### config.mk
export PLATFORM = sky130hd
export DESIGN_NAME = card_transfer_flags
export DESIGN_NICKNAME = d
export VERILOG_FILES = /design/src/hdl/card_xfer_pkg.sv /design/src/hdl/card_transfer_flags.sv /design/src/hdl/irq_status.sv /design/src/hdl/xfer_timeout.sv
export SDC_FILE = /design/constraint.sdc
export NUM_CORES = 1
export LEC_CHECK = 0
export BUFFER_PORTS_ARGS = -buffer_cell sky130_fd_sc_hd__buf_2
export CORE_MARGIN = 8
export CORE_UTILIZATION = 50
export CTS_CLUSTER_DIAMETER = 150
export DETAILED_ROUTE_END_ITERATION = 8
export PLACE_DENSITY = 0.8
export SLEW_MARGIN = 5
export SYNTH_ARGS = -nofsm -noshare
export SYNTH_HDL_FRONTEND = slang
export SYNTH_HIERARCHICAL = 1
export SYNTH_SLANG_ARGS = --single-unit
export TNS_END_PERCENT = 20
### constraint.sdc
create_clock -name core_clk -period 2.4 [get_ports core_clk]
set_input_delay 0.12 -clock core_clk [delete_from_list [all_inputs] [get_ports core_clk]]
set_output_delay 0.12 -clock core_clk [all_outputs]
set_load 0.01 [all_outputs]
### src/hdl/card_xfer_pkg.sv
// package: register map, fields, codes and timing for the card transfer flag block
package card_xfer_pkg;

   // register indices on the plain register port (byte address = index * 4 not used; port is word addressed)
   localparam logic [3:0] REG_CONTROL = 4'h0;
   localparam logic [3:0] REG_STATUS = 4'h1;
   localparam logic [3:0] REG_RESULT = 4'h2;
   localparam logic [3:0] REG_IRQ_STATUS = 4'h3;
   localparam logic [3:0] REG_IRQ_MASK = 4'h4;

   // control field positions
   localparam int CTL_DOWNLOAD_POS = 0;
   localparam int CTL_UPLOAD_POS = 1;
   // status field positions
   localparam int STS_DOWNLOAD_BUSY_POS = 0;
   localparam int STS_UPLOAD_BUSY_POS = 1;
   localparam int STS_DONE_POS = 2;
   localparam int STS_ERROR_POS = 3;
   localparam int STS_PROTECTED_POS = 4;
   // interrupt field positions
   localparam int IRQ_DONE_POS = 0;
   localparam int IRQ_ERROR_POS = 1;
   localparam int IRQ_REFUSED_POS = 2;
   localparam int IRQ_WIDTH = 3;

   // reset values
   localparam logic [31:0] CONTROL_RESET = 32'h0000_0000;
   localparam logic [2:0] IRQ_MASK_RESET = 3'h0;
   localparam logic [7:0] RESULT_RESET = 8'h00;

   // completion codes
   localparam logic [7:0] RESULT_NORMAL = 8'h00;
   localparam logic [7:0] RESULT_PROTECTED = 8'h0A;

   // engine handshake timeout
   localparam int CLOCK_MHZ = 100;
   localparam int TIMEOUT_US = 1000;
   localparam int TIMEOUT_CYCLES = TIMEOUT_US * CLOCK_MHZ;

   typedef enum logic [0:0] {
      DIR_DOWNLOAD,
      DIR_UPLOAD
   } xfer_dir_t;

   // request from this block to the card transfer engine
   typedef struct packed {
      logic start;
      xfer_dir_t dir;
   } engine_req_t;

   // report from the engine when a transfer ends
   typedef struct packed {
      logic finish;
      logic moved;
      logic fault;
      logic [7:0] code;
   } engine_rsp_t;

   // register port
   typedef struct packed {
      logic [3:0] addr;
      logic [31:0] wdata;
      logic wr;
      logic rd;
   } reg_req_t;

endpackage

### src/hdl/card_transfer_flags.sv
// card transfer flags: request bits, busy/done/error flags, result code, engine handshake
//
// Overview of operation
// - download request starts card-to-controller image transfer
// - upload request writes controller image to card
// - download busy set at start, cleared at end
// - upload busy set at start, cleared at end
// - done cleared at start, set at finish
// - error bit updated only when transfer finishes or an upload is refused
// - error cleared when the engine finishes without a fault, whether or not anything moved
// - error set when transfer reports a fault
// - requests read/write; busy, done, error read-only
// - completion code recorded, zero means normal
// - upload refused while controller read protected
module card_transfer_flags #(
   parameter int TIMEOUT_LIMIT = card_xfer_pkg::TIMEOUT_CYCLES
) (
   // clock and reset
   input wire logic core_clk,
   input wire logic srst,
   // register port
   input wire card_xfer_pkg::reg_req_t reg_req,
   output logic [31:0] reg_rdata,
   // card transfer engine
   output card_xfer_pkg::engine_req_t engine_req,
   input wire card_xfer_pkg::engine_rsp_t engine_rsp,
   // controller state
   input wire logic read_protected,
   // interrupt
   output logic irq
);
   initial begin
      if (TIMEOUT_LIMIT < 2) $error("card_transfer_flags: TIMEOUT_LIMIT too small");
   end

   // -----------------------------------------------------------------
   // state
   // -----------------------------------------------------------------
   typedef enum logic [1:0] {
      ST_IDLE,
      ST_START,
      ST_RUN
   } xfer_state_t;

   xfer_state_t state;
   logic download_request_bit;
   logic upload_request_bit;
   logic download_busy_bit;
   logic upload_busy_bit;
   logic transfer_done_bit;
   logic transfer_error_bit;
   logic [7:0] transfer_result_code;
   card_xfer_pkg::xfer_dir_t dir;
   logic timed_out;
   logic ctl_write;
   logic go_download;
   logic go_upload;
   logic refuse_upload;
   logic finishing;
   logic [card_xfer_pkg::IRQ_WIDTH-1:0] irq_events;
   logic [card_xfer_pkg::IRQ_WIDTH-1:0] irq_stat;
   logic [card_xfer_pkg::IRQ_WIDTH-1:0] irq_mask;

   function automatic logic addr_is(input logic [3:0] a, input logic [3:0] r);
      return a == r;
   endfunction

   assign ctl_write = reg_req.wr && addr_is(reg_req.addr, card_xfer_pkg::REG_CONTROL);

   // -----------------------------------------------------------------
   // request bits
   // -----------------------------------------------------------------
   // a request bit is consumed when its transfer is launched or refused,
   // so it reads back high only while waiting for the block to act
   always_ff @(posedge core_clk) begin
      if (srst) begin
         download_request_bit <= card_xfer_pkg::CONTROL_RESET[card_xfer_pkg::CTL_DOWNLOAD_POS];
      end else if (ctl_write) begin
         download_request_bit <= reg_req.wdata[card_xfer_pkg::CTL_DOWNLOAD_POS];
      end else if (go_download) begin
         download_request_bit <= 1'b0;
      end
   end

   always_ff @(posedge core_clk) begin
      if (srst) begin
         upload_request_bit <= card_xfer_pkg::CONTROL_RESET[card_xfer_pkg::CTL_UPLOAD_POS];
      end else if (ctl_write) begin
         upload_request_bit <= reg_req.wdata[card_xfer_pkg::CTL_UPLOAD_POS];
      end else if (go_upload || refuse_upload) begin
         upload_request_bit <= 1'b0;
      end
   end

   // -----------------------------------------------------------------
   // launch decision
   // -----------------------------------------------------------------
   // download has priority when both are pending; requests only act in idle,
   // so writes during a transfer just stay pending as stored bits
   always_comb begin
      go_download = (state == ST_IDLE) && download_request_bit;
      refuse_upload = (state == ST_IDLE) && !download_request_bit && upload_request_bit
                      && read_protected;
      go_upload = (state == ST_IDLE) && !download_request_bit && upload_request_bit
                  && !read_protected;
   end

   assign finishing = (state == ST_RUN) && (engine_rsp.finish || timed_out);

   // -----------------------------------------------------------------
   // transfer sequencer
   // -----------------------------------------------------------------
   always_ff @(posedge core_clk) begin
      if (srst) begin
         state <= ST_IDLE;
         dir <= card_xfer_pkg::DIR_DOWNLOAD;
      end else begin
         case (state)
            ST_IDLE: begin
               if (go_download) begin
                  state <= ST_START;
                  dir <= card_xfer_pkg::DIR_DOWNLOAD;
               end else if (go_upload) begin
                  state <= ST_START;
                  dir <= card_xfer_pkg::DIR_UPLOAD;
               end
            end
            ST_START: state <= ST_RUN;
            ST_RUN: begin
               if (finishing) state <= ST_IDLE;
            end
            default: state <= ST_IDLE;
         endcase
      end
   end

   // one-cycle start pulse to the engine, registered
   always_ff @(posedge core_clk) begin
      if (srst) begin
         engine_req <= '0;
      end else begin
         engine_req.start <= go_download || go_upload;
         engine_req.dir <= go_upload ? card_xfer_pkg::DIR_UPLOAD : card_xfer_pkg::DIR_DOWNLOAD;
      end
   end

   xfer_timeout #(
      .LIMIT(TIMEOUT_LIMIT)
   ) u_timeout (
      .core_clk(core_clk),
      .srst(srst),
      .run(state == ST_RUN),
      .expired(timed_out)
   );

   // -----------------------------------------------------------------
   // busy and done flags
   // -----------------------------------------------------------------
   always_ff @(posedge core_clk) begin
      if (srst) begin
         download_busy_bit <= 1'b0;
      end else if (go_download) begin
         download_busy_bit <= 1'b1;
      end else if (finishing && dir == card_xfer_pkg::DIR_DOWNLOAD) begin
         download_busy_bit <= 1'b0;
      end
   end

   always_ff @(posedge core_clk) begin
      if (srst) begin
         upload_busy_bit <= 1'b0;
      end else if (go_upload) begin
         upload_busy_bit <= 1'b1;
      end else if (finishing && dir == card_xfer_pkg::DIR_UPLOAD) begin
         upload_busy_bit <= 1'b0;
      end
   end

   // a refused upload also completes at once so software sees an outcome
   always_ff @(posedge core_clk) begin
      if (srst) begin
         transfer_done_bit <= 1'b0;
      end else if (go_download || go_upload) begin
         transfer_done_bit <= 1'b0;
      end else if (finishing || refuse_upload) begin
         transfer_done_bit <= 1'b1;
      end
   end

   // -----------------------------------------------------------------
   // error flag and completion code
   // -----------------------------------------------------------------
   // a timeout counts as a fault; the engine's own code wins otherwise
   always_ff @(posedge core_clk) begin
      if (srst) begin
         transfer_error_bit <= 1'b0;
      end else if (refuse_upload) begin
         transfer_error_bit <= 1'b1;
      end else if (finishing) begin
         if (timed_out && !engine_rsp.finish) transfer_error_bit <= 1'b1;
         else if (engine_rsp.fault) transfer_error_bit <= 1'b1;
         else transfer_error_bit <= 1'b0;
      end
   end

   always_ff @(posedge core_clk) begin
      if (srst) begin
         transfer_result_code <= card_xfer_pkg::RESULT_RESET;
      end else if (refuse_upload) begin
         transfer_result_code <= card_xfer_pkg::RESULT_PROTECTED;
      end else if (finishing) begin
         if (!engine_rsp.finish) transfer_result_code <= 8'hFF;
         else if (!engine_rsp.fault && engine_rsp.moved) transfer_result_code <= card_xfer_pkg::RESULT_NORMAL;
         else transfer_result_code <= engine_rsp.code;
      end
   end

   // -----------------------------------------------------------------
   // interrupts
   // -----------------------------------------------------------------
   always_comb begin
      irq_events = '0;
      irq_events[card_xfer_pkg::IRQ_DONE_POS] = finishing;
      irq_events[card_xfer_pkg::IRQ_ERROR_POS] = (finishing && (engine_rsp.fault || !engine_rsp.finish));
      irq_events[card_xfer_pkg::IRQ_REFUSED_POS] = refuse_upload;
   end

   irq_status #(
      .WIDTH(card_xfer_pkg::IRQ_WIDTH)
   ) u_irq (
      .core_clk(core_clk),
      .srst(srst),
      .event_set(irq_events),
      .read_clear(reg_req.rd && addr_is(reg_req.addr, card_xfer_pkg::REG_IRQ_STATUS)),
      .mask_write(reg_req.wr && addr_is(reg_req.addr, card_xfer_pkg::REG_IRQ_MASK)),
      .mask_wdata(reg_req.wdata[card_xfer_pkg::IRQ_WIDTH-1:0]),
      .status(irq_stat),
      .mask(irq_mask),
      .irq(irq)
   );

   // -----------------------------------------------------------------
   // read port
   // -----------------------------------------------------------------
   // writes to status, result and unmapped words are dropped; unmapped reads give zero
   always_ff @(posedge core_clk) begin
      if (srst) begin
         reg_rdata <= 32'h0000_0000;
      end else if (reg_req.rd) begin
         reg_rdata <= 32'h0000_0000;
         case (reg_req.addr)
            card_xfer_pkg::REG_CONTROL: begin
               reg_rdata[card_xfer_pkg::CTL_DOWNLOAD_POS] <= download_request_bit;
               reg_rdata[card_xfer_pkg::CTL_UPLOAD_POS] <= upload_request_bit;
            end
            card_xfer_pkg::REG_STATUS: begin
               reg_rdata[card_xfer_pkg::STS_DOWNLOAD_BUSY_POS] <= download_busy_bit;
               reg_rdata[card_xfer_pkg::STS_UPLOAD_BUSY_POS] <= upload_busy_bit;
               reg_rdata[card_xfer_pkg::STS_DONE_POS] <= transfer_done_bit;
               reg_rdata[card_xfer_pkg::STS_ERROR_POS] <= transfer_error_bit;
               reg_rdata[card_xfer_pkg::STS_PROTECTED_POS] <= read_protected;
            end
            card_xfer_pkg::REG_RESULT: reg_rdata[7:0] <= transfer_result_code;
            card_xfer_pkg::REG_IRQ_STATUS: reg_rdata[card_xfer_pkg::IRQ_WIDTH-1:0] <= irq_stat;
            card_xfer_pkg::REG_IRQ_MASK: reg_rdata[card_xfer_pkg::IRQ_WIDTH-1:0] <= irq_mask;
            default: reg_rdata <= 32'h0000_0000;
         endcase
      end else begin
         reg_rdata <= 32'h0000_0000;
      end
   end
endmodule // card_transfer_flags

### src/hdl/irq_status.sv
// sticky interrupt bits with mask, cleared by a read, set wins over clear
module irq_status #(
   parameter int WIDTH = card_xfer_pkg::IRQ_WIDTH
) (
   // clock and reset
   input wire logic core_clk,
   input wire logic srst,
   // events and software access
   input wire logic [WIDTH-1:0] event_set,
   input wire logic read_clear,
   input wire logic mask_write,
   input wire logic [WIDTH-1:0] mask_wdata,
   // state
   output logic [WIDTH-1:0] status,
   output logic [WIDTH-1:0] mask,
   output logic irq
);
   initial begin
      if (WIDTH < 1) $error("irq_status: WIDTH must be positive");
   end

   always_ff @(posedge core_clk) begin
      if (srst) status <= '0;
      else status <= (read_clear ? '0 : status) | event_set;
   end

   always_ff @(posedge core_clk) begin
      if (srst) mask <= WIDTH'(card_xfer_pkg::IRQ_MASK_RESET);
      else if (mask_write) mask <= mask_wdata;
   end

   assign irq = |(status & mask);
endmodule // irq_status

### src/hdl/xfer_timeout.sv
// cycle counter that flags an engine which never reports completion
module xfer_timeout #(
   parameter int LIMIT = card_xfer_pkg::TIMEOUT_CYCLES
) (
   // clock and reset
   input wire logic core_clk,
   input wire logic srst,
   // control
   input wire logic run,
   output logic expired
);
   initial begin
      if (LIMIT < 2) $error("xfer_timeout: LIMIT must be at least 2");
   end

   logic [$clog2(LIMIT+1)-1:0] count;

   always_ff @(posedge core_clk) begin
      if (srst || !run) begin
         count <= '0;
         expired <= 1'b0;
      end else if (count == ($clog2(LIMIT+1))'(LIMIT - 1)) begin
         expired <= 1'b1;
      end else begin
         count <= count + 1'b1;
      end
   end
endmodule // xfer_timeout

After elaboration in Yosys (flattened, before gate mapping)
Index checks and enable logic that the tools add are counted.
{"block": "word_totals", "reg_bits": 75, "inputBits": 52, "out_inout_bits": 35, "word_cells": 101}
{"block": "op_classes", "n_addsub": 1, "eq_ne": 9, "muxes": 27, "bitwise_logic": 5, "n_reduce_logical": 40}
{"op": "adder 17 x 1 -> 17 bit (second input constant)", "n": 1}
{"op": "equality test 17 bit (second input constant)", "n": 1}
{"op": "2-to-1 mux 8 bit", "n": 2}
{"op": "2-to-1 mux 1 bit", "n": 15}
{"op": "logical AND 1 bit", "n": 14}
{"op": "nonzero test 2 bit", "n": 6}
{"op": "one-hot mux 2 bit (5 select lines)", "n": 1}
{"op": "equality test 4 x 2 -> 1 bit (second input constant)", "n": 2}
{"op": "2-to-1 mux 4 bit", "n": 2}
{"op": "logical OR 1 bit", "n": 6}
{"op": "2-to-1 mux 2 bit", "n": 3}
{"op": "one-hot mux 2 bit (3 select lines)", "n": 1}
{"op": "OR reduction 2 bit", "n": 3}
{"op": "OR reduction 3 bit", "n": 2}
{"op": "zero test 1 bit", "n": 5}
{"op": "equality test 4 x 1 -> 1 bit (second input constant)", "n": 1}
{"op": "equality test 4 x 3 -> 1 bit (second input constant)", "n": 1}
{"op": "zero test 4 bit", "n": 1}
{"op": "one-hot mux 1 bit (4 select lines)", "n": 1}
{"op": "one-hot mux 2 bit (2 select lines)", "n": 1}
{"op": "AND reduction 2 bit", "n": 2}
{"op": "bitwise AND 3 bit", "n": 1}
{"op": "2-to-1 mux 3 bit", "n": 1}
{"op": "inequality test 3 bit (second input constant)", "n": 1}
{"op": "other kinds (6)", "n": 8}

Longest topological paths before layout
Gate-level depths: netlist (run 1).
{"block": "depth", "word_depth": 7, "ltp_mapped": 7, "ltp_nobuf": 5}

Modules after synthesis
The synthesis (run 1) kept the hierarchy.
{"module": "card_transfer_flags", "n_inst": 1, "cells_per_inst": 165, "area_per_inst_um2": 1418.9, "seq_area_each_um2": 540.5}
{"module": "xfer_timeout", "n_inst": 1, "cells_per_inst": 96, "area_per_inst_um2": 858.3, "seq_area_each_um2": 360.3}
{"module": "irq_status", "n_inst": 1, "cells_per_inst": 23, "area_per_inst_um2": 220.2, "seq_area_each_um2": 120.1}

Worst setup path after synthesis (run 1)
OpenSTA, ideal clock, no wires.
{"block": "synth_path", "path_kind": "register to register", "startpoint": "reg u_timeout.count[0]", "endpoint": "reg u_timeout.count[5]", "setup_ns": 0.071, "arrival_time_ns": 1.602, "required_ns": 2.329, "path_slack_ns": 0.728, "stages_incl_launch_ff": 7, "path_buffers": 1, "synth_period_minus_slack_ns": 1.672, "path_cell_list": "dfxtp_1 > ha_1 > buf_6 > nor4bb_1 > and4b_4 > or4_1 > a21oi_1"}
{"block": "synth_via", "elab_chain_cells": 1, "elab_cells_between_ends": 2, "classes_between": "add/sub: 1; eq/ne: 1"}
{"element": "start: declaration", "line": "xfer_timeout.sv:16", "text": "logic [$clog2(LIMIT+1)-1:0] count;"}
{"element": "start signal: assignment", "line": "xfer_timeout.sv:25", "text": "count <= count + 1'b1;"}
{"element": "adder 17 x 1 -> 17 bit / equality test 17 bit (equally long branches)", "line": "xfer_timeout.sv:25, xfer_timeout.sv:22"}
Several ways; a longest one is shown, not always the timed one.
A chain may end at the register's enable or synchronous reset.

Worst setup path in the final report (run 1)
Same ends and word-level chain as after synthesis.

==> run summary, run 1 <==
Status -> finished clean
Clock Path Buffers -> 2
Worst-path maximum fanout -> 7
GRT Resource Usage Total -> 14.44%
Crit path from -> u_timeout/count[0]
Diode count -> 0
DR pass1 iterations -> 4
I/O pin count -> 87
Detailed-route via count -> 1,974
Vias in the first global route -> 1,969
CTS tree -> done
Total overflow reported by the global router -> 0
Biggest area consumer among synthesized cells -> dfxtp_1
Die X -> 86.68 microns
Tcrit/Tclk final -> 72.23%
CP Class -> register to register
Max-cap violations -> 0
First-pass GRT wire length -> 8.769 mm
IO buf count -> 33
Finished Cell Area -> 0.002686 sq mm
Worst-path clk slew -> 0.10 ns
Synth Register Bits -> 51
Post-synth EDFFs -> 0
Vias/cell -> 5.195
Cells after Synth -> 284
DP Wirelength -> 3.730 mm
Critical Path End Type -> register
Nets@finish -> 365
Die footprint -> 0.007513 sq mm
Antenna-violating nets left -> 0
Fmax -> 576.8 MHz
Share of layout cells above drive strength 1 -> 16.61%
Layout Skew -> 0.01024 ns
Die Y-Extent -> 86.68 microns
WHS -> 0.04321 ns
Post-layout minimum cycle time -> 1.734 ns
# fillers -> 453
Mapped cell area -> 0.002497 sq mm
Hold Vio Cnt, Final -> 0
Setup Viol. Count Final -> 0
Crit path cell chain -> ha_1 -> nor4bb_1 -> and4b_4 -> or4_1 -> a21oi_1
Top cells by area, synth -> dfxtp_1 41%, buf_4 7.5%, a21oi_1 5.4%
Area of the multi-input gates -> 0.001259 sq mm
Largest net degree at the start of global routing -> 25
1st-iter DRT viols -> 106
Worst Path Arrival -> 1.91 ns
Critical Path RT -> 2.57 ns
VDD IR-drop max -> 0.2890 mV
Core footprint -> 0.004786 sq mm
Htree depth -> 2
# DRC -> 0
Async set-or-reset flop fraction in the synthesized netlist -> 0%
Final TNS setup -> 0 ns
DP Worst Slack -> 0.7506 ns
Util after Layout -> 56.13%
Pwr/cell area -> 575.4 mW/mm^2
Initial antenna violation count -> 0
WL final -> 5.127 mm
Top cell type's share of synthesized area -> 40.88%
GP Congestion -> 0.8222
Netlist cell types -> 54
Wire length per cell -> 13.49 microns
Placed Instance Area -> 0.002570 sq mm
Row count -> 25
Crit start category -> register
Unrepaired setup endpoints after global routing -> no
Worst r2r src -> u_timeout/count[0]
Area growth from synthesis to layout -> 7.565%
Critical Path Max Stage Delay -> 0.45 ns
FF-to-FF setup slack -> 0.67 ns
Leak -> 1.019 nW
Synth cell count leaders -> 51 x dfxtp_1, 27 x a21oi_1, 27 x nor2_1
Worst slew pin tran -> 0.5664 ns
Critical-path top delay cell -> dfxtp_1
FF-to-FF End -> u_timeout/count[5]
Starting Density -> 52.18%
Yosys warns -> 6
Setup bufs post-CTS -> 0
Total CTS buffers -> 5
Clock latency on the worst-skew pair -> 0.31 ns
CTS hold repair buffers -> 0
Pins Over Slew Limit -> 0
Setup ws final -> 0.6664 ns
Syn avg cell area -> 8.794 sq um
Slew headroom -> 62.24%
Crit path to -> u_timeout/count[5]
R2r worst-path depth -> 5
HP Class -> primary input to register
Sequential area share after synthesis -> 40.88%
Top FF cell, synth -> dfxtp_1
PostCTS Resize Cnt -> 0
Reg area -> 0.001021 sq mm
Clk sink count -> 51
Top-count cell post-synth -> dfxtp_1
Root Driver -> clkbuf_8
-- worst max-delay path: cells and delay by family, from the launching register on --
kind / cells / cell delay (ns)
AOI/OAI and AO/OA: 1 / 0.06
and+or+nand+nor: 3 / 0.89
DFF: 1 / 0.45
adders and majority gates: 1 / 0.20
-- routing by layer --
metal / GRT usage, % / vias up / wire length (microns)
li1: - / 1015 / -
met1: 15.66 / 901 / 2274
met2: 25.83 / 51 / 2497
met3: 4.064 / 7 / 294
met4: 5.477 / 0 / 60
met5: 0 / - / 0
-- sequential cells by signal, indices dropped and copies added, names as in the netlist, 2 cells and up --
name	cells
engine_req	2
u_irq/mask	3
transfer_result_code	8
u_irq/status	3
u_timeout/count	17
state	2
reg_rdata	8
-- power breakdown --
part	leakage, nW	switching [mW]	total, mW	internal, mW
Clock	0.0587	0.297	0.613	0.316
Sequential	0.411	0.00219	0.850	0.848
Combinational	0.550	0.0559	0.0828	0.0268
-- metrics by stage --
step	instances	power, mW
after floorplan	307	0.9527
after global placement	372	0.9491
after detailed placement	372	0.9500
after CTS	380	1.555
after global routing	380	1.605
final	380	1.546
-- worst min-delay path by stage --
stage / from / to / slack [ns] / depth (start not counted)
2_1_floorplan: srst / u_irq/status[0] / 0.19 / 1
3_3_place_gp: reg_req[4] / u_irq/mask[2] / 0.36 / 3
3_5_place_dp: reg_req[4] / u_irq/mask[2] / 0.37 / 3
4_1_cts: reg_req[4] / u_irq/mask[2] / 0.04 / 3
5_1_grt: reg_req[2] / u_irq/mask[0] / 0.08 / 3
6_report: reg_req[4] / u_irq/mask[2] / 0.04 / 3
-- logic make-up after synthesis --
family,synth area share (%)
XOR/XNOR,2.806
other,0.1502
flip-flops,40.88
AO/OA/AOI/OAI,13.38
AND/OR/NAND/NOR,26.50
adder cells (fa/ha/maj),0.5009
multiplexers,3.607
buffers and inverters,12.17
-- cell usage in the layout (no fill, tap or decap), drive strengths merged, types with 4 or more instances in the layout --
cell    instances
a21oi          27
nor3           13
mux2i           9
o21ai           9
buf            34
inv            10
and3            6
nand3           6
dfxtp          51
nand4           8
nor4            4
conb           24
nor2b           5
nand2b          6
xor2            5
and2            6
nor2           27
nand2          16
clkbuf          5
o22ai           4
-- area by class of cell --
class,count,area share [%]
timing repair buffer,34,6.428
clock buffer,5,2.562
tap,67,3.121
sequential,51,38.01
clock inverter,3,1.770
multi-input combinational,211,46.86
inverter,9,1.258
Power figures use the tool's default switching activity.
==> inputs of run 2 (changes only) <==
CORE_UTILIZATION = 45   (was 50)
PLACE_DENSITY = 0.76   (was 0.8)
clock period = 1.52 ns   (was 2.4 ns; I/O delays follow)
==> run summary, run 2 (synthesis results as in run 1) <==
Share of power burned in registers -> 59.9% (+4.9 points)
DP Wirelength -> 3.957 mm (+6.1%)
Status -> finished clean
Pins Over Slew Limit -> 0 (unchanged)
# DRC -> 0 (unchanged)
Initial antenna violation count -> 0 (unchanged)
Share of layout cells above drive strength 1 -> 20.74% (+4.1 points)
Commonest non-fill, non-tap cell in the layout -> dfxtp_1
Row count -> 27 (+8.0%)
Total overflow reported by the global router -> 0 (unchanged)
Clk sink count -> 51 (unchanged)
DP Worst Slack -> 0.05118 ns (-0.6995 ns)
Core footprint -> 0.005439 sq mm (+14%)
HP Class -> primary input to register
Hold_sp -> reg_req[3]
GP Congestion -> 0.7949 (-3.3%)
Metal2 WL -> 2.558 mm (+2.4%)
Setup ws final -> 0.03895 ns (-0.6274 ns)
Most frequent cells in the layout -> 49 x dfxtp_1, 33 x buf_2, 27 x a21oi_1, 27 x nor2_1, 24 x conb_1
Biggest regs -> u_timeout/count x17, reg_rdata x8, transfer_result_code x8
Placed Instance Area -> 0.002670 sq mm (+3.9%)
WHS -> 0.02243 ns (-0.02078 ns)
Post-layout minimum cycle time -> 1.481 ns (-0.2526 ns)
Pint -> 1.702 mW (+43%)
Pwr/cell area -> 808.3 mW/mm^2 (+40%)
Setup bufs post-CTS -> 0 (unchanged)
Max-cap violations -> 0 (unchanged)
Crit start category -> register
R2r worst-path depth -> 5 (unchanged)
Met3 wire length -> 266 microns (-9.5%)
Tcrit/Tclk final -> 97.44% (+25 points)
Die X -> 90.50 microns (+4.4%)
1st-iter DRT viols -> 104 (-1.9%)
Die Y-Extent -> 90.50 microns (+4.4%)
Layout Skew -> 0.01057 ns (+0.0003322 ns)
Net Sw Frac -> 24.03% (+1.1 points)
IO buf count -> 33 (unchanged)
Nets@finish -> 376 (+3.0%)
Hold Vio Cnt, Final -> 0 (unchanged)
I/O pin count -> 87 (unchanged)
First-pass GRT wire length -> 8.825 mm (+0.64%)
CTS tree -> done
Antenna-violating nets left -> 0 (unchanged)
Final TNS setup -> 0 ns (unchanged)
Crit path from -> u_timeout/count[0]
Total CTS buffers -> 5 (unchanged)
Reg area -> 0.001023 sq mm (+0.24%)
Worst-path maximum fanout -> 6 (-1)
Wire length per cell -> 13.15 microns (-2.5%)
Vias/cell -> 5.099 (-1.8%)
Worst r2r src -> u_timeout/count[0]
Hold Crit Depth -> 3 (unchanged)
Root Driver -> clkbuf_8
Fmax -> 675.2 MHz (+17%)
Starting Density -> 45.92% (-6.3 points)
Critical Path End Type -> register
CP Class -> register to register
DRT met1 WL -> 2.272 mm (about the same)
Number of flip-flops in the largest register -> 17 (unchanged)
Clock latency on the worst-skew pair -> 0.31 ns (about the same)
Area growth from synthesis to layout -> 10.97%
Vias in the first global route -> 1,934 (-1.8%)
Area of the multi-input gates -> 0.001284 sq mm (+2.0%)
Leak -> 1.060 nW (+4.0%)
Clock Path Buffers -> 2 (unchanged)
Finished Cell Area -> 0.002771 sq mm (+3.2%)
Unrepaired setup endpoints after global routing -> yes
Worst-path clk slew -> 0.09 ns (about the same)
Largest net degree at the start of global routing -> 17 (-32%)
WL final -> 5.195 mm (+1.3%)
GRT Resource Usage Total -> 12.80% (-1.6 points)
Most flops, register -> u_timeout/count
Highest routed layer -> met4
Diode count -> 0 (unchanged)
Setup Viol. Count Final -> 0 (unchanged)
Switch Pwr -> 0.5383 mW (+52%)
# fillers -> 535 (+18%)
Tot Pwr -> 2.240 mW (+45%)
DR pass1 iterations -> 4 (unchanged)
Htree depth -> 2 (unchanged)
Worst Path Arrival -> 1.73 ns (-0.18 ns)
Comb pwr share -> 6.1% (+0.7 points)
VDD IR-drop max -> 0.3908 mV (+35%)
Clock power share -> 34.0% (-5.7 points)
Critical Path RT -> 1.77 ns (-0.80 ns)
Die footprint -> 0.008189 sq mm (+9.0%)
Detailed-route via count -> 2,014 (+2.0%)
[run 2: cell types whose count changed in the layout (fill, tap and decap cells not counted), sizes merged]
cell	delta
inv	-1
bufinv	-1
dlygate4sd3	+1
buf	+10
clkinv	+1
[run 2: timing repair]
action                     4_1_cts  5_1_grt
resized for setup                0        3
hold endpoints to repair         1        0
setup endpoints to repair        0        8
hold buffers                     1        0
[run 2: routing by layer]
layer,vias up,track usage (%)
met4,0,6.241
met3,8,3.658
met5,-,0
li1,1039,-
met1,927,14.79
met2,40,21.13
[run 2: cell type report]
class | instances | share of cell area, %
Timing Repair Buffer | 45 | 9.300
Multi-Input combinational cell | 211 | 46.32
Clock inverter | 2 | 0.4966
Sequential cell | 51 | 36.93
Inverter | 9 | 1.219
Clock buffer | 5 | 2.483
Tap cell | 72 | 3.251
[run 2: worst paths after layout]
check	to	slack (ns)
setup reg to reg	u_timeout/count[5]	0.04
hold / removal	u_irq/mask[1]	0.02
hold reg to reg	reg_rdata[7]	0.47
setup / recovery	u_timeout/count[5]	0.04
[run 2: through the flow]
stage	cells	util [%]
6_report	395	50.95
5_1_grt	395	50.95
4_1_cts	395	50.79
3_5_place_dp	387	49.09
3_3_place_gp	387	49.09
2_1_floorplan	307	-
[run 2: power by group through the flow]
stage	registers, mW	logic [mW]	clock network, mW
floorplan	1.37	0.132	0
global placement	1.37	0.132	0
detailed placement	1.37	0.132	0
CTS	1.34	0.135	0.793
global route	1.34	0.153	0.843
finish	1.34	0.137	0.761
[run 2: critical path, stage by stage, from the launching register on]
cell and delay, ns:
dfxtp_2 0.33, ha_2 0.19, nor4bb_4 0.15, and4b_4 0.24
or4_1 0.39, a21oi_1 0.12
==> inputs of run 3 (changes only) <==
CORE_UTILIZATION = 54   (was 45)
PLACE_DENSITY = 0.85   (was 0.76)
SLEW_MARGIN = 10   (was 5)
clock period = 1.89 ns   (was 1.52 ns; I/O delays follow)
==> run summary, run 3 (synthesis results as in run 1) <==
Leak -> 1.034 nW (-2.4%)
Nets@finish -> 368 (-2.1%)
CP Class -> register to register
WL final -> 5.076 mm (-2.3%)
GP Congestion -> 0.8669 (+9.1%)
Worst-path maximum fanout -> 7 (+1)
Wire length per cell -> 13.79 microns (+4.9%)
WHS -> 0.01653 ns (-0.005900 ns)
Clk sink count -> 51 (unchanged)
Vias/cell -> 5.435 (+6.6%)
Critical Path End Type -> register
Worst r2r src -> u_timeout/count[0]
Max-cap violations -> 0 (unchanged)
Tcrit/Tclk final -> 90.61% (-6.8 points)
Die X -> 84.01 microns (-7.2%)
Most flops, register -> u_timeout/count
Row count -> 24 (-11%)
IO buf count -> 33 (unchanged)
Htree depth -> 2 (unchanged)
Largest net degree at the start of global routing -> 22 (+5)
I/O pin count -> 87 (unchanged)
Worst-path clk slew -> 0.09 ns (about the same)
Final TNS setup -> 0 ns (unchanged)
Slew headroom -> 61.65%
Diode count -> 0 (unchanged)
R2r worst-path depth -> 5 (unchanged)
Hold_sp -> reg_req[4]
Clock latency on the worst-skew pair -> 0.31 ns (about the same)
Commonest non-fill, non-tap cell in the layout -> dfxtp_1
Pwr/cell area -> 728.1 mW/mm^2 (-9.9%)
Root Driver -> clkbuf_8
Initial antenna violation count -> 0 (unchanged)
Status -> finished clean
Post-layout minimum cycle time -> 1.712 ns (+0.2314 ns)
Setup Viol. Count Final -> 0 (unchanged)
VDD IR-drop max -> 0.5470 mV (+40%)
Detailed-route via count -> 2,000 (-0.70%)
Fmax -> 583.9 MHz (-14%)
Hold Vio Cnt, Final -> 0 (unchanged)
Crit path cell chain -> ha_1 -> nor4bb_2 -> and4b_4 -> or4_1 -> a21oi_1
Pins Over Slew Limit -> 0 (unchanged)
WHS Endpoint -> u_irq/mask[2]
Most frequent cells in the layout -> 51 x dfxtp_1, 33 x buf_2, 27 x a21oi_1, 27 x nor2_1, 24 x conb_1
Clock Path Buffers -> 2 (unchanged)
Starting Density -> 56.58% (+11 points)
Core footprint -> 0.004414 sq mm (-19%)
Area growth from synthesis to layout -> 8.066%
Number of flip-flops in the largest register -> 17 (unchanged)
Total CTS buffers -> 5 (unchanged)
Finished Cell Area -> 0.002699 sq mm (-2.6%)
FF-to-FF setup slack -> 0.18 ns (+0.14 ns)
Critical Path Max Stage Delay -> 0.47 ns (+0.08 ns)
Critical Path RT -> 2.12 ns (+0.35 ns)
Layout Skew -> 0.008339 ns (-0.002229 ns)
FF-to-FF End -> u_timeout/count[5]
Hold Crit Depth -> 3 (unchanged)
CTS tree -> done
Biggest regs -> u_timeout/count x17, reg_rdata x8, transfer_result_code x8
HP Class -> primary input to register
Worst Path Arrival -> 1.95 ns (+0.22 ns)
Die Y-Extent -> 84.01 microns (-7.2%)
Unrepaired setup endpoints after global routing -> no
Critical-path top delay cell -> or4_1
DR pass1 iterations -> 4 (unchanged)
Total overflow reported by the global router -> 0 (unchanged)
# DRC -> 0 (unchanged)
Die footprint -> 0.007057 sq mm (-14%)
Antenna-violating nets left -> 0 (unchanged)
Worst slew pin tran -> 0.5753 ns
Placed Instance Area -> 0.002566 sq mm (-3.9%)
Vias in the first global route -> 1,913 (-1.1%)
Crit start category -> register
GRT Resource Usage Total -> 14.31% (+1.5 points)
First-pass GRT wire length -> 8.638 mm (-2.1%)
1st-iter DRT viols -> 114 (+9.6%)
DP Wirelength -> 3.777 mm (-4.5%)
Share of layout cells above drive strength 1 -> 17.41% (-3.3 points)
run 3: final cells by class:
class | count | area (sq um)
Clock buffer | 5 | 68.82
Clock inverter | 3 | 47.55
Fill cell | 379 | 1715
Inverter | 9 | 33.78
Multi-Input combinational cell | 211 | 1265
Sequential cell | 51 | 1021
Tap cell | 52 | 65.06
Timing Repair Buffer | 37 | 197.7
run 3: worst max-delay path by stage:
stage	startpoint	to	slack (ns)	depth (start not counted)
final	u_timeout/count[0]	u_timeout/count[5]	0.18	5
after global routing	u_timeout/count[0]	u_timeout/count[0]	0.05	5
after CTS	u_timeout/count[0]	u_timeout/count[1]	0.13	5
after detailed placement	u_timeout/count[0]	u_timeout/count[2]	0.17	5
after global placement	u_timeout/count[0]	u_timeout/count[1]	0.24	5
after floorplan	u_timeout/count[0]	u_timeout/count[5]	0.22	6
run 3: timing repair:
action	4_1_cts	5_1_grt
hold buffers	1	0
setup endpoints to repair	0	3
setup buffers	0	0
endpoints found under the hold margin	2	0
gates resized for setup	0	1
run 3: metrics by stage:
stage | worst slack [ns] | instances | util (%) | power [mW]
after CTS | 0.1306 | 368 | 61.00 | 1.977
after global routing | 0.05237 | 368 | 61.14 | 2.047
after global placement | 0.2434 | 359 | 58.13 | 1.207
after floorplan | 0.2178 | 307 | - | 1.210
final | 0.1775 | 368 | 61.14 | 1.965
after detailed placement | 0.1719 | 359 | 58.13 | 1.208
run 3: layer usage:
layer  global-route usage, %  vias to the layer above  routed length [microns]
li1                        -                     1019                        -
met1                   16.11                      914                     2114
met5                       0                        -                        0
met3                   5.957                        6                      444
met4                   3.925                        0                       59
met2                   24.07                       61                     2457
run 3: critical path: cells and delay by family (launching register included):
| kind | cells | cell delay (ns) |
|---|---|---|
| simple gates | 3 | 0.89 |
| fa+ha+maj | 1 | 0.24 |
| compound gates | 1 | 0.14 |
| flops | 1 | 0.37 |
run 3: power by group:
group | total, mW | switching (mW) | internal [mW]
registers | 1.08 | 0.00268 | 1.08
logic | 0.108 | 0.0711 | 0.0368
clock network | 0.778 | 0.376 | 0.401
